==> src/sioc_map.vh <==
// register offsets, field codes and reset values of the servo i/o configuration block
`ifndef SIOC_MAP_VH
`define SIOC_MAP_VH

// parameter addresses, as printed
`define SIOC_ADDR_NEG_LIMIT_EVALUATION 16'h061E
`define SIOC_ADDR_POS_LIMIT_EVALUATION 16'h0620
`define SIOC_ADDR_OUTPUT4_FUNCTION_SELECT 16'h071A
`define SIOC_ADDR_CURR_LIMIT_INPUT_EVALUATION 16'h0850

// reset values
`define SIOC_RST_NEG_LIMIT_EVALUATION 16'h0001
`define SIOC_RST_POS_LIMIT_EVALUATION 16'h0001
`define SIOC_RST_CURR_LIMIT_INPUT_EVALUATION 16'h0002
`define SIOC_RST_OUTPUT4_FUNCTION_SELECT 16'h0001

// evaluation codes
`define SIOC_EVAL_INACTIVE 16'h0000
`define SIOC_EVAL_NC 16'h0001
`define SIOC_EVAL_NO 16'h0002

// output 4 function codes
`define SIOC_FN_FREE 16'h0001
`define SIOC_FN_NO_FAULT 16'h0002
`define SIOC_FN_ACTIVE 16'h0003
`define SIOC_FN_REL_MOVE_CAPTURE 16'h0004
`define SIOC_FN_POS_WINDOW 16'h0005
`define SIOC_FN_VEL_WINDOW 16'h0006
`define SIOC_FN_VEL_BELOW 16'h0007
`define SIOC_FN_CURR_BELOW 16'h0008
`define SIOC_FN_HALT_ACK 16'h0009
`define SIOC_FN_STANDSTILL 16'h000D
`define SIOC_FN_SEL_ERROR 16'h000E
`define SIOC_FN_SEL_WARNING 16'h0010
`define SIOC_FN_MOVES_POS 16'h0016
`define SIOC_FN_MOVES_NEG 16'h0017

// answer codes on a refused access
`define SIOC_REJ_NONE 2'h0
`define SIOC_REJ_POWER_STAGE 2'h1
`define SIOC_REJ_RANGE 2'h2
`define SIOC_REJ_UNMAPPED 2'h3

`endif

==> src/sioc_input_sync.v <==
// three-stage synchroniser with agreement filter for contact inputs
`timescale 1ns/10ps
`default_nettype none

module sioc_input_sync #(
	parameter WIDTH = 3
) (
	input wire clk,
	input wire rst_n,
	input wire clk_en,
	input wire [WIDTH-1:0] async_in,
	output wire [WIDTH-1:0] sync_out
);

genvar gi;
generate
	for (gi = 0; gi < WIDTH; gi = gi + 1) begin : g_bit
		reg s1_q;
		reg s2_q;
		reg s3_q;
		reg out_q;
		always @(posedge clk) begin
			if (!rst_n) begin
				s1_q <= 1'b0;
				s2_q <= 1'b0;
				s3_q <= 1'b0;
				out_q <= 1'b0;
			end else if (clk_en) begin
				s1_q <= async_in[gi];
				s2_q <= s1_q;
				s3_q <= s2_q;
				// first stage is never looked at; change only once stages 2 and 3 agree
				if (s2_q == s3_q) begin
					out_q <= s3_q;
				end
			end
		end
		assign sync_out[gi] = out_q;
	end
endgenerate

endmodule // sioc_input_sync

`default_nettype wire

==> src/sioc_contact_eval.v <==
// polarity evaluation of one contact input
`timescale 1ns/10ps
`default_nettype none
`include "sioc_map.vh"

module sioc_contact_eval (
	input wire [15:0] mode,
	input wire contact_closed,
	output reg active
);

always @* begin
	case (mode)
		// normally closed: opening the contact is the event
		`SIOC_EVAL_NC: active = ~contact_closed;
		`SIOC_EVAL_NO: active = contact_closed;
		default: active = 1'b0;
	endcase
end

endmodule // sioc_contact_eval

`default_nettype wire

==> src/sioc_io_config.v <==
// output 4 function routing and limit/current-limit input evaluation for the servo i/o
`timescale 1ns/10ps
`default_nettype none
`include "sioc_map.vh"

module sioc_io_config (
	input wire REF_CLK,
	input wire RESET_N,
	input wire CLK_EN,
	// parameter access
	input wire [15:0] PARAM_ADDR,
	input wire [15:0] PARAM_WDATA,
	input wire PARAM_WR,
	input wire PARAM_RD,
	output wire [15:0] PARAM_RDATA,
	output wire PARAM_ACK,
	output wire PARAM_REJECT,
	output wire [1:0] PARAM_REJECT_CODE,
	// drive state
	input wire POWER_STAGE_EN,
	input wire STATE_READY_TO_SWITCH_ON,
	input wire STATE_SWITCHED_ON,
	input wire STATE_OPERATION_ENABLED,
	// internal status sources
	input wire RELATIVE_MOVE_AFTER_CAPTURE,
	input wire POS_DEVIATION_IN_WINDOW,
	input wire VEL_DEVIATION_IN_WINDOW,
	input wire VELOCITY_BELOW_THRESHOLD,
	input wire CURRENT_BELOW_THRESHOLD,
	input wire HALT_ACKNOWLEDGE,
	input wire MOTOR_STANDSTILL,
	input wire SELECTED_ERROR_ACTIVE,
	input wire SELECTED_WARNING_ACTIVE,
	input wire MOTOR_MOVES_POSITIVE,
	input wire MOTOR_MOVES_NEGATIVE,
	input wire FREE_OUTPUT4_VALUE,
	// contact pins, high means contact closed
	input wire CURRENT_LIMIT_CONTACT,
	input wire NEG_LIMIT_CONTACT,
	input wire POS_LIMIT_CONTACT,
	// results
	output wire DIGITAL_OUTPUT_4,
	output wire CURRENT_LIMIT_ACTIVE,
	output wire NEG_LIMIT_ACTIVE,
	output wire POS_LIMIT_ACTIVE,
	output wire [15:0] OUTPUT4_FUNCTION_ACTIVE
);

////////////////////////////////////////////////////////////////////////////////
// declarations

localparam NCH = 3;
localparam CH_CURR = 0;
localparam CH_NEG = 1;
localparam CH_POS = 2;

// persistent (stored) values, read back by the parameter port; factory values are
// power-up values, reset leaves them alone so a written selector survives a power-on
reg [15:0] stored_sel_q = `SIOC_RST_OUTPUT4_FUNCTION_SELECT;
reg [15:0] stored_curr_q = `SIOC_RST_CURR_LIMIT_INPUT_EVALUATION;
reg [15:0] stored_neg_q = `SIOC_RST_NEG_LIMIT_EVALUATION;
reg [15:0] stored_pos_q = `SIOC_RST_POS_LIMIT_EVALUATION;

// values steering the logic
reg [15:0] active_sel_q;
reg [15:0] active_curr_q;
reg [15:0] active_neg_q;
reg [15:0] active_pos_q;

reg boot_q;
reg pse_prev_q;

reg [15:0] rdata_q;
reg [15:0] rdata_d;
reg ack_q;
reg reject_q;
reg [1:0] reject_code_q;
reg [1:0] reject_code_d;

reg out4_q;
reg out4_d;
reg [NCH-1:0] in_active_q;

wire [NCH-1:0] contact_raw;
wire [NCH-1:0] contact_sync;
wire [NCH-1:0] eval_active;
wire [16*NCH-1:0] eval_modes;

wire req;
wire hit_sel;
wire hit_curr;
wire hit_neg;
wire hit_pos;
wire mapped;
wire value_ok;
wire wr_accept;
wire pse_rise;

////////////////////////////////////////////////////////////////////////////////
// range checks

function sel_valid;
	input [15:0] v;
	begin
		case (v)
			`SIOC_FN_FREE, `SIOC_FN_NO_FAULT, `SIOC_FN_ACTIVE, `SIOC_FN_REL_MOVE_CAPTURE,
			`SIOC_FN_POS_WINDOW, `SIOC_FN_VEL_WINDOW, `SIOC_FN_VEL_BELOW,
			`SIOC_FN_CURR_BELOW, `SIOC_FN_HALT_ACK, `SIOC_FN_STANDSTILL,
			`SIOC_FN_SEL_ERROR, `SIOC_FN_SEL_WARNING, `SIOC_FN_MOVES_POS,
			`SIOC_FN_MOVES_NEG: sel_valid = 1'b1;
			default: sel_valid = 1'b0;
		endcase
	end
endfunction

// current limitation has no inactive setting
function curr_valid;
	input [15:0] v;
	begin
		curr_valid = (v == `SIOC_EVAL_NC) || (v == `SIOC_EVAL_NO);
	end
endfunction

function limit_valid;
	input [15:0] v;
	begin
		limit_valid = (v == `SIOC_EVAL_INACTIVE) || (v == `SIOC_EVAL_NC) ||
			(v == `SIOC_EVAL_NO);
	end
endfunction

////////////////////////////////////////////////////////////////////////////////
// parameter access decode

assign req = PARAM_WR | PARAM_RD;
assign hit_sel = (PARAM_ADDR == `SIOC_ADDR_OUTPUT4_FUNCTION_SELECT);
assign hit_curr = (PARAM_ADDR == `SIOC_ADDR_CURR_LIMIT_INPUT_EVALUATION);
assign hit_neg = (PARAM_ADDR == `SIOC_ADDR_NEG_LIMIT_EVALUATION);
assign hit_pos = (PARAM_ADDR == `SIOC_ADDR_POS_LIMIT_EVALUATION);
assign mapped = hit_sel | hit_curr | hit_neg | hit_pos;

assign value_ok = (hit_sel & sel_valid(PARAM_WDATA)) |
	(hit_curr & curr_valid(PARAM_WDATA)) |
	(hit_neg & limit_valid(PARAM_WDATA)) |
	(hit_pos & limit_valid(PARAM_WDATA));

// write wins when both strobes come together
assign wr_accept = PARAM_WR & mapped & value_ok & ~POWER_STAGE_EN;

always @* begin
	reject_code_d = `SIOC_REJ_NONE;
	if (!mapped) begin
		reject_code_d = `SIOC_REJ_UNMAPPED;
	end else if (PARAM_WR && POWER_STAGE_EN) begin
		reject_code_d = `SIOC_REJ_POWER_STAGE;
	end else if (PARAM_WR && !value_ok) begin
		reject_code_d = `SIOC_REJ_RANGE;
	end
end

always @* begin
	rdata_d = 16'h0000;
	if (hit_sel) begin
		rdata_d = stored_sel_q;
	end else if (hit_curr) begin
		rdata_d = stored_curr_q;
	end else if (hit_neg) begin
		rdata_d = stored_neg_q;
	end else if (hit_pos) begin
		rdata_d = stored_pos_q;
	end
end

always @(posedge REF_CLK) begin
	if (!RESET_N) begin
		ack_q <= 1'b0;
		reject_q <= 1'b0;
		reject_code_q <= `SIOC_REJ_NONE;
		rdata_q <= 16'h0000;
	end else if (CLK_EN) begin
		ack_q <= req;
		if (req) begin
			reject_q <= (reject_code_d != `SIOC_REJ_NONE);
			reject_code_q <= reject_code_d;
			// a write answers with zero data
			rdata_q <= PARAM_WR ? 16'h0000 : rdata_d;
		end
	end
end

////////////////////////////////////////////////////////////////////////////////
// stored settings

// no reset branch: a reset resetting these would wipe a selector before it can act
always @(posedge REF_CLK) begin
	if (RESET_N && CLK_EN && wr_accept) begin
		if (hit_sel) begin
			stored_sel_q <= PARAM_WDATA;
		end
		if (hit_curr) begin
			stored_curr_q <= PARAM_WDATA;
		end
		if (hit_neg) begin
			stored_neg_q <= PARAM_WDATA;
		end
		if (hit_pos) begin
			stored_pos_q <= PARAM_WDATA;
		end
	end
end

////////////////////////////////////////////////////////////////////////////////
// activation of settings

assign pse_rise = POWER_STAGE_EN & ~pse_prev_q;

// selector is taken once per power-on, i.e. at the first edge with CLK_EN high after reset release
always @(posedge REF_CLK) begin
	if (!RESET_N) begin
		boot_q <= 1'b1;
		active_sel_q <= `SIOC_RST_OUTPUT4_FUNCTION_SELECT;
	end else if (CLK_EN) begin
		boot_q <= 1'b0;
		if (boot_q) begin
			active_sel_q <= stored_sel_q;
		end
	end
end

// evaluation modes follow the stored ones only on power stage enable
always @(posedge REF_CLK) begin
	if (!RESET_N) begin
		pse_prev_q <= 1'b0;
		active_curr_q <= `SIOC_RST_CURR_LIMIT_INPUT_EVALUATION;
		active_neg_q <= `SIOC_RST_NEG_LIMIT_EVALUATION;
		active_pos_q <= `SIOC_RST_POS_LIMIT_EVALUATION;
	end else if (CLK_EN) begin
		pse_prev_q <= POWER_STAGE_EN;
		if (pse_rise) begin
			active_curr_q <= stored_curr_q;
			active_neg_q <= stored_neg_q;
			active_pos_q <= stored_pos_q;
		end
	end
end

////////////////////////////////////////////////////////////////////////////////
// contact inputs

assign contact_raw[CH_CURR] = CURRENT_LIMIT_CONTACT;
assign contact_raw[CH_NEG] = NEG_LIMIT_CONTACT;
assign contact_raw[CH_POS] = POS_LIMIT_CONTACT;

assign eval_modes[16*CH_CURR +: 16] = active_curr_q;
assign eval_modes[16*CH_NEG +: 16] = active_neg_q;
assign eval_modes[16*CH_POS +: 16] = active_pos_q;

sioc_input_sync #(
	.WIDTH(NCH)
) u_sync (
	.clk(REF_CLK),
	.rst_n(RESET_N),
	.clk_en(CLK_EN),
	.async_in(contact_raw),
	.sync_out(contact_sync)
);

genvar gc;
generate
	for (gc = 0; gc < NCH; gc = gc + 1) begin : g_eval
		sioc_contact_eval u_eval (
			.mode(eval_modes[16*gc +: 16]),
			.contact_closed(contact_sync[gc]),
			.active(eval_active[gc])
		);
	end
endgenerate

always @(posedge REF_CLK) begin
	if (!RESET_N) begin
		in_active_q <= {NCH{1'b0}};
	end else if (CLK_EN) begin
		in_active_q <= eval_active;
	end
end

////////////////////////////////////////////////////////////////////////////////
// output 4 routing

always @* begin
	case (active_sel_q)
		`SIOC_FN_FREE: out4_d = FREE_OUTPUT4_VALUE;
		`SIOC_FN_NO_FAULT: out4_d = STATE_READY_TO_SWITCH_ON | STATE_SWITCHED_ON |
			STATE_OPERATION_ENABLED;
		`SIOC_FN_ACTIVE: out4_d = STATE_OPERATION_ENABLED;
		`SIOC_FN_REL_MOVE_CAPTURE: out4_d = RELATIVE_MOVE_AFTER_CAPTURE;
		`SIOC_FN_POS_WINDOW: out4_d = POS_DEVIATION_IN_WINDOW;
		`SIOC_FN_VEL_WINDOW: out4_d = VEL_DEVIATION_IN_WINDOW;
		`SIOC_FN_VEL_BELOW: out4_d = VELOCITY_BELOW_THRESHOLD;
		`SIOC_FN_CURR_BELOW: out4_d = CURRENT_BELOW_THRESHOLD;
		`SIOC_FN_HALT_ACK: out4_d = HALT_ACKNOWLEDGE;
		`SIOC_FN_STANDSTILL: out4_d = MOTOR_STANDSTILL;
		`SIOC_FN_SEL_ERROR: out4_d = SELECTED_ERROR_ACTIVE;
		`SIOC_FN_SEL_WARNING: out4_d = SELECTED_WARNING_ACTIVE;
		`SIOC_FN_MOVES_POS: out4_d = MOTOR_MOVES_POSITIVE;
		`SIOC_FN_MOVES_NEG: out4_d = MOTOR_MOVES_NEGATIVE;
		// unreachable through writes; keeps the pin safe off
		default: out4_d = 1'b0;
	endcase
end

always @(posedge REF_CLK) begin
	if (!RESET_N) begin
		out4_q <= 1'b0;
	end else if (CLK_EN) begin
		out4_q <= out4_d;
	end
end

////////////////////////////////////////////////////////////////////////////////
// outputs

assign PARAM_RDATA = rdata_q;
assign PARAM_ACK = ack_q;
assign PARAM_REJECT = reject_q;
assign PARAM_REJECT_CODE = reject_code_q;
assign DIGITAL_OUTPUT_4 = out4_q;
assign CURRENT_LIMIT_ACTIVE = in_active_q[CH_CURR];
assign NEG_LIMIT_ACTIVE = in_active_q[CH_NEG];
assign POS_LIMIT_ACTIVE = in_active_q[CH_POS];
assign OUTPUT4_FUNCTION_ACTIVE = active_sel_q;

endmodule // sioc_io_config

`default_nettype wire

==> config.mk <==
export PLATFORM = sky130hd
export DESIGN_NAME = sioc_io_config
export DESIGN_NICKNAME = d
export VERILOG_FILES = /design/src/sioc_input_sync.v /design/src/sioc_contact_eval.v /design/src/sioc_io_config.v
export VERILOG_INCLUDE_DIRS = /design/src
export SDC_FILE = /design/constraint.sdc
export NUM_CORES = 1
export LEC_CHECK = 0
export ABC_CLOCK_PERIOD_IN_PS = 7400
export BUFFER_PORTS_ARGS = -buffer_cell sky130_fd_sc_hd__buf_2
export CAP_MARGIN = 20
export CELL_PAD_IN_SITES_DETAIL_PLACEMENT = 0
export CELL_PAD_IN_SITES_GLOBAL_PLACEMENT = 2
export CORE_ASPECT_RATIO = 1.2
export CORE_UTILIZATION = 32
export CTS_BUF_LIST = sky130_fd_sc_hd__clkbuf_8
export DETAILED_ROUTE_END_ITERATION = 12
export PLACE_DENSITY = 0.75
export SLEW_MARGIN = 0
export SYNTH_ARGS = -nofsm -noshare
export SYNTH_HDL_FRONTEND = slang
export SYNTH_SLANG_ARGS = --single-unit
export TNS_END_PERCENT = 50
==> constraint.sdc <==
create_clock -name REF_CLK -period 7.4 [get_ports REF_CLK]
set_input_delay 1.48 -clock REF_CLK [delete_from_list [all_inputs] [get_ports REF_CLK]]
set_output_delay 1.48 -clock REF_CLK [all_outputs]
set_load 0.01 [all_outputs]
==> impl_metrics.toml <==
[logic_synthesis]
yosys_warnings = 0
synthTopCellsByArea = "dfxtp_1 (31%), edfxtp_1 (29%), nand2_1 (9.6%)"
synth_top_area_cell = "dfxtp_1"
seq_area_frac_synth_pct = 60.5
synth_seq_cells = 166
syn-instance-count = 630
async_flop_share_pct = 0
yosys.area.top_type_share_pct = 31.2
syn_avg_cell_area_um2 = 10.4
synth-edff-count = 64
syn-num-nets = 689
synth_cell_types = 47
syn_area_um2 = 6550
ys.flop_type = "dfxtp_1"

[clock_network]
clkLatencyLatePin_ns = 0.47
clkSinkCount = 166
path_clk_slew_ns = 0.09
root_buffer = "clkbuf_8"
cts.path.max_buffers = 2
cts_made_buffers = 17
cts_setup_buffers = 0
cts.htree.levels = 4
post_cts_resized = 0
ctsHoldBuffers = 0
cts_tree = "done"

[grt]
grt_max_degree = 90
grtUsageTotal_pct = 17.1
grt_overflow = 0
antenna_found_initial = 0
grt_pass1_wl_mm = 27.0
grt_pass1_vias = 4867

[drt]
first_pass_iters = 7
ant_nets = 0
drtIter0Drc = 371
drc = 0
drt_wl_total_mm = 17.5
via_per_inst = 4.99
vias = 4961
wire_per_inst_um = 17.6

[worst_setup_path]
rr_worst_depth = 4
timing_worst_setup_path_type = "in -> reg"
rrSetupSlack_ns = 5.60
worst_ep_required_time_ns = 7.55
crit_fanout = 16
worstReg2RegStart = "active_pos_q[8]"
r2r-end = "in_active_q[2]"
arrival_ns = 4.00
startpoint = "PARAM_ADDR[0]"
crit_path_start_kind = "input pin"
crit_path_end_kind = "flop"

[sta]
hold_viol_final = 0
period_needed_ns = 3.84
fmax_mhz = 260
setup_viol = 0
tns_ns = 0
slew_viol_final = 0
skew_ns = 0.0189
period_share_pct = 52.0
tightest_slew_ns = 0.877
relSlewSlack_pct = 41.4
rsz0062_at_grt = "false"

[floorplanning]
io_pins = 96
fp-row-count = 56
die_y_um = 159
dieArea_um2 = 21100
initial_utilization_pct = 33.0
core_um2 = 19800
die_w_um = 133

[power_and_ir_drop]
leakage_nw = 2.96
power_density_nw_per_um2 = 226
peakVddDrop_mv = 0.0937

[placed_design]
placed_area_um2 = 7320
hpwl_mm = 12.3
port_buffers = 95
gp_congestion = 0.823

[finish]
area_delta_synth_final_pct = 17.8
fin_nets = 779
diodes = 0
layout-drive-gt1-share_pct = 20.3
utilization_pct = 38.9
final_area_um2 = 7720

[run]
max_cap_viol_count = 0

[min_path]
hp-class = "reg -> reg"
hold_path_depth = 1
whs_endpoint = "PARAM_RDATA[13]"
hold_path_startpoint = "PARAM_RDATA[13]"

[outcome]
outcome = "completed"
worst max path at each step:
stage,to
floorplan,stored_neg_q[0]
global placement,stored_sel_q[13]
detailed placement,stored_sel_q[14]
CTS,stored_sel_q[15]
global route,stored_sel_q[2]
finish,stored_sel_q[9]
sequential cells by signal, summed over array words and instances, names as in the netlist:
signal and count:
PARAM_RDATA 16, u_sync.g_bit.s1_q 3, pse_prev_q 1, PARAM_REJECT 1, u_sync.g_bit.s3_q 3, stored_sel_q 16
PARAM_REJECT_CODE 2, PARAM_ACK 1, OUTPUT4_FUNCTION_ACTIVE 16, stored_curr_q 16, in_active_q 3, stored_pos_q 16
boot_q 1, u_sync.g_bit.s2_q 3, active_pos_q 16, active_curr_q 16, active_neg_q 16, u_sync.g_bit.out_q 3
DIGITAL_OUTPUT_4 1, stored_neg_q 16
kinds of logic after synthesis:
group | count (synthesis) | synth area share (%)
DFF | 166 | 60.5
adders and majority gates | 3 | 0.573
muxes | 12 | 1.85
and+or+nand+nor | 256 | 18.0
AOI/OAI and AO/OA | 151 | 16.6
buffers and inverters | 42 | 2.44
area by class of cell:
| cell class | count | area, µm² |
|---|---|---|
| timing repair buffer | 106 | 558 |
| sequential | 166 | 3960 |
| fill | 1976 | 12100 |
| tap | 261 | 327 |
| clock inverter | 15 | 164 |
| inverter | 7 | 26.3 |
| clock buffer | 17 | 234 |
| multi-input combinational | 422 | 2450 |
power breakdown:
| group | internal [mW] | switching (mW) | leakage, nW |
|---|---|---|---|
| logic | 0.0456 | 0.0694 | 1.35 |
| clock network | 0.282 | 0.372 | 0.203 |
| registers | 0.966 | 0.0130 | 1.41 |
| total | 1.29 | 0.455 | 2.96 |
layout by cell type, fill, tap and decap left out, drive strengths merged, types with 2 or more instances in the layout:
master and n:
a21boi 67, a21o 19, a21oi 22, a222oi 16, a31oi 2, buf 106
clkbuf 17, clkinv 4, dfxtp 102, edfxtp 64, ha 3, inv 16
mux2i 11, nand2 167, nand2b 2, nand3 7, nand3b 4, nand4 5
nand4b 2, nor2 16, nor2b 10, nor3 9, nor3b 3, nor4 17
o21ai 16, or3b 3, or4 3
metrics by stage:
step	cells	hold slack [ns]	power (mW)	setup slack [ns]
after floorplan	630	0.438	1.07	2.64
after global placement	962	0.431	1.12	3.18
after detailed placement	962	0.434	1.12	3.08
after CTS	994	0.459	1.77	3.59
after global routing	994	0.477	1.81	3.23
final	994	0.456	1.75	3.56
synth_stat cells, types with 2 or more instances:
master / count
a21boi_0: 67
a21o_1: 19
a21oi_1: 22
a222oi_1: 16
a31oi_1: 2
buf_1: 4
buf_2: 2
clkbuf_1: 29
dfxtp_1: 102
edfxtp_1: 64
ha_1: 3
inv_1: 7
mux2i_1: 11
nand2_1: 167
nand2b_1: 2
nand3_1: 7
nand3b_1: 4
nand4_1: 5
nand4b_1: 2
nor2_1: 16
nor2b_1: 10
nor3_1: 9
nor3b_1: 3
nor4_1: 16
o21ai_0: 16
or3b_2: 2
or4_1: 3
routing by layer:
metal	vias to the layer above	part of all wire [%]	track usage, %
met5	-	0	0
met3	21	3.7	3.03
li1	2442	-	-
met1	2375	45	21.5
met2	123	49	28.4
met4	0	2.6	7.52
worst max-delay path, stage by stage:
cell       delay (ns)
buf_2            0.10
nor4_1           0.54
nand4b_1         0.38
a2111oi_2        0.30
a311oi_1         0.13
or4b_4           0.60
nor4_2           0.15
buf_4            0.31
No activity file was read; power rests on OpenSTA's default activity.
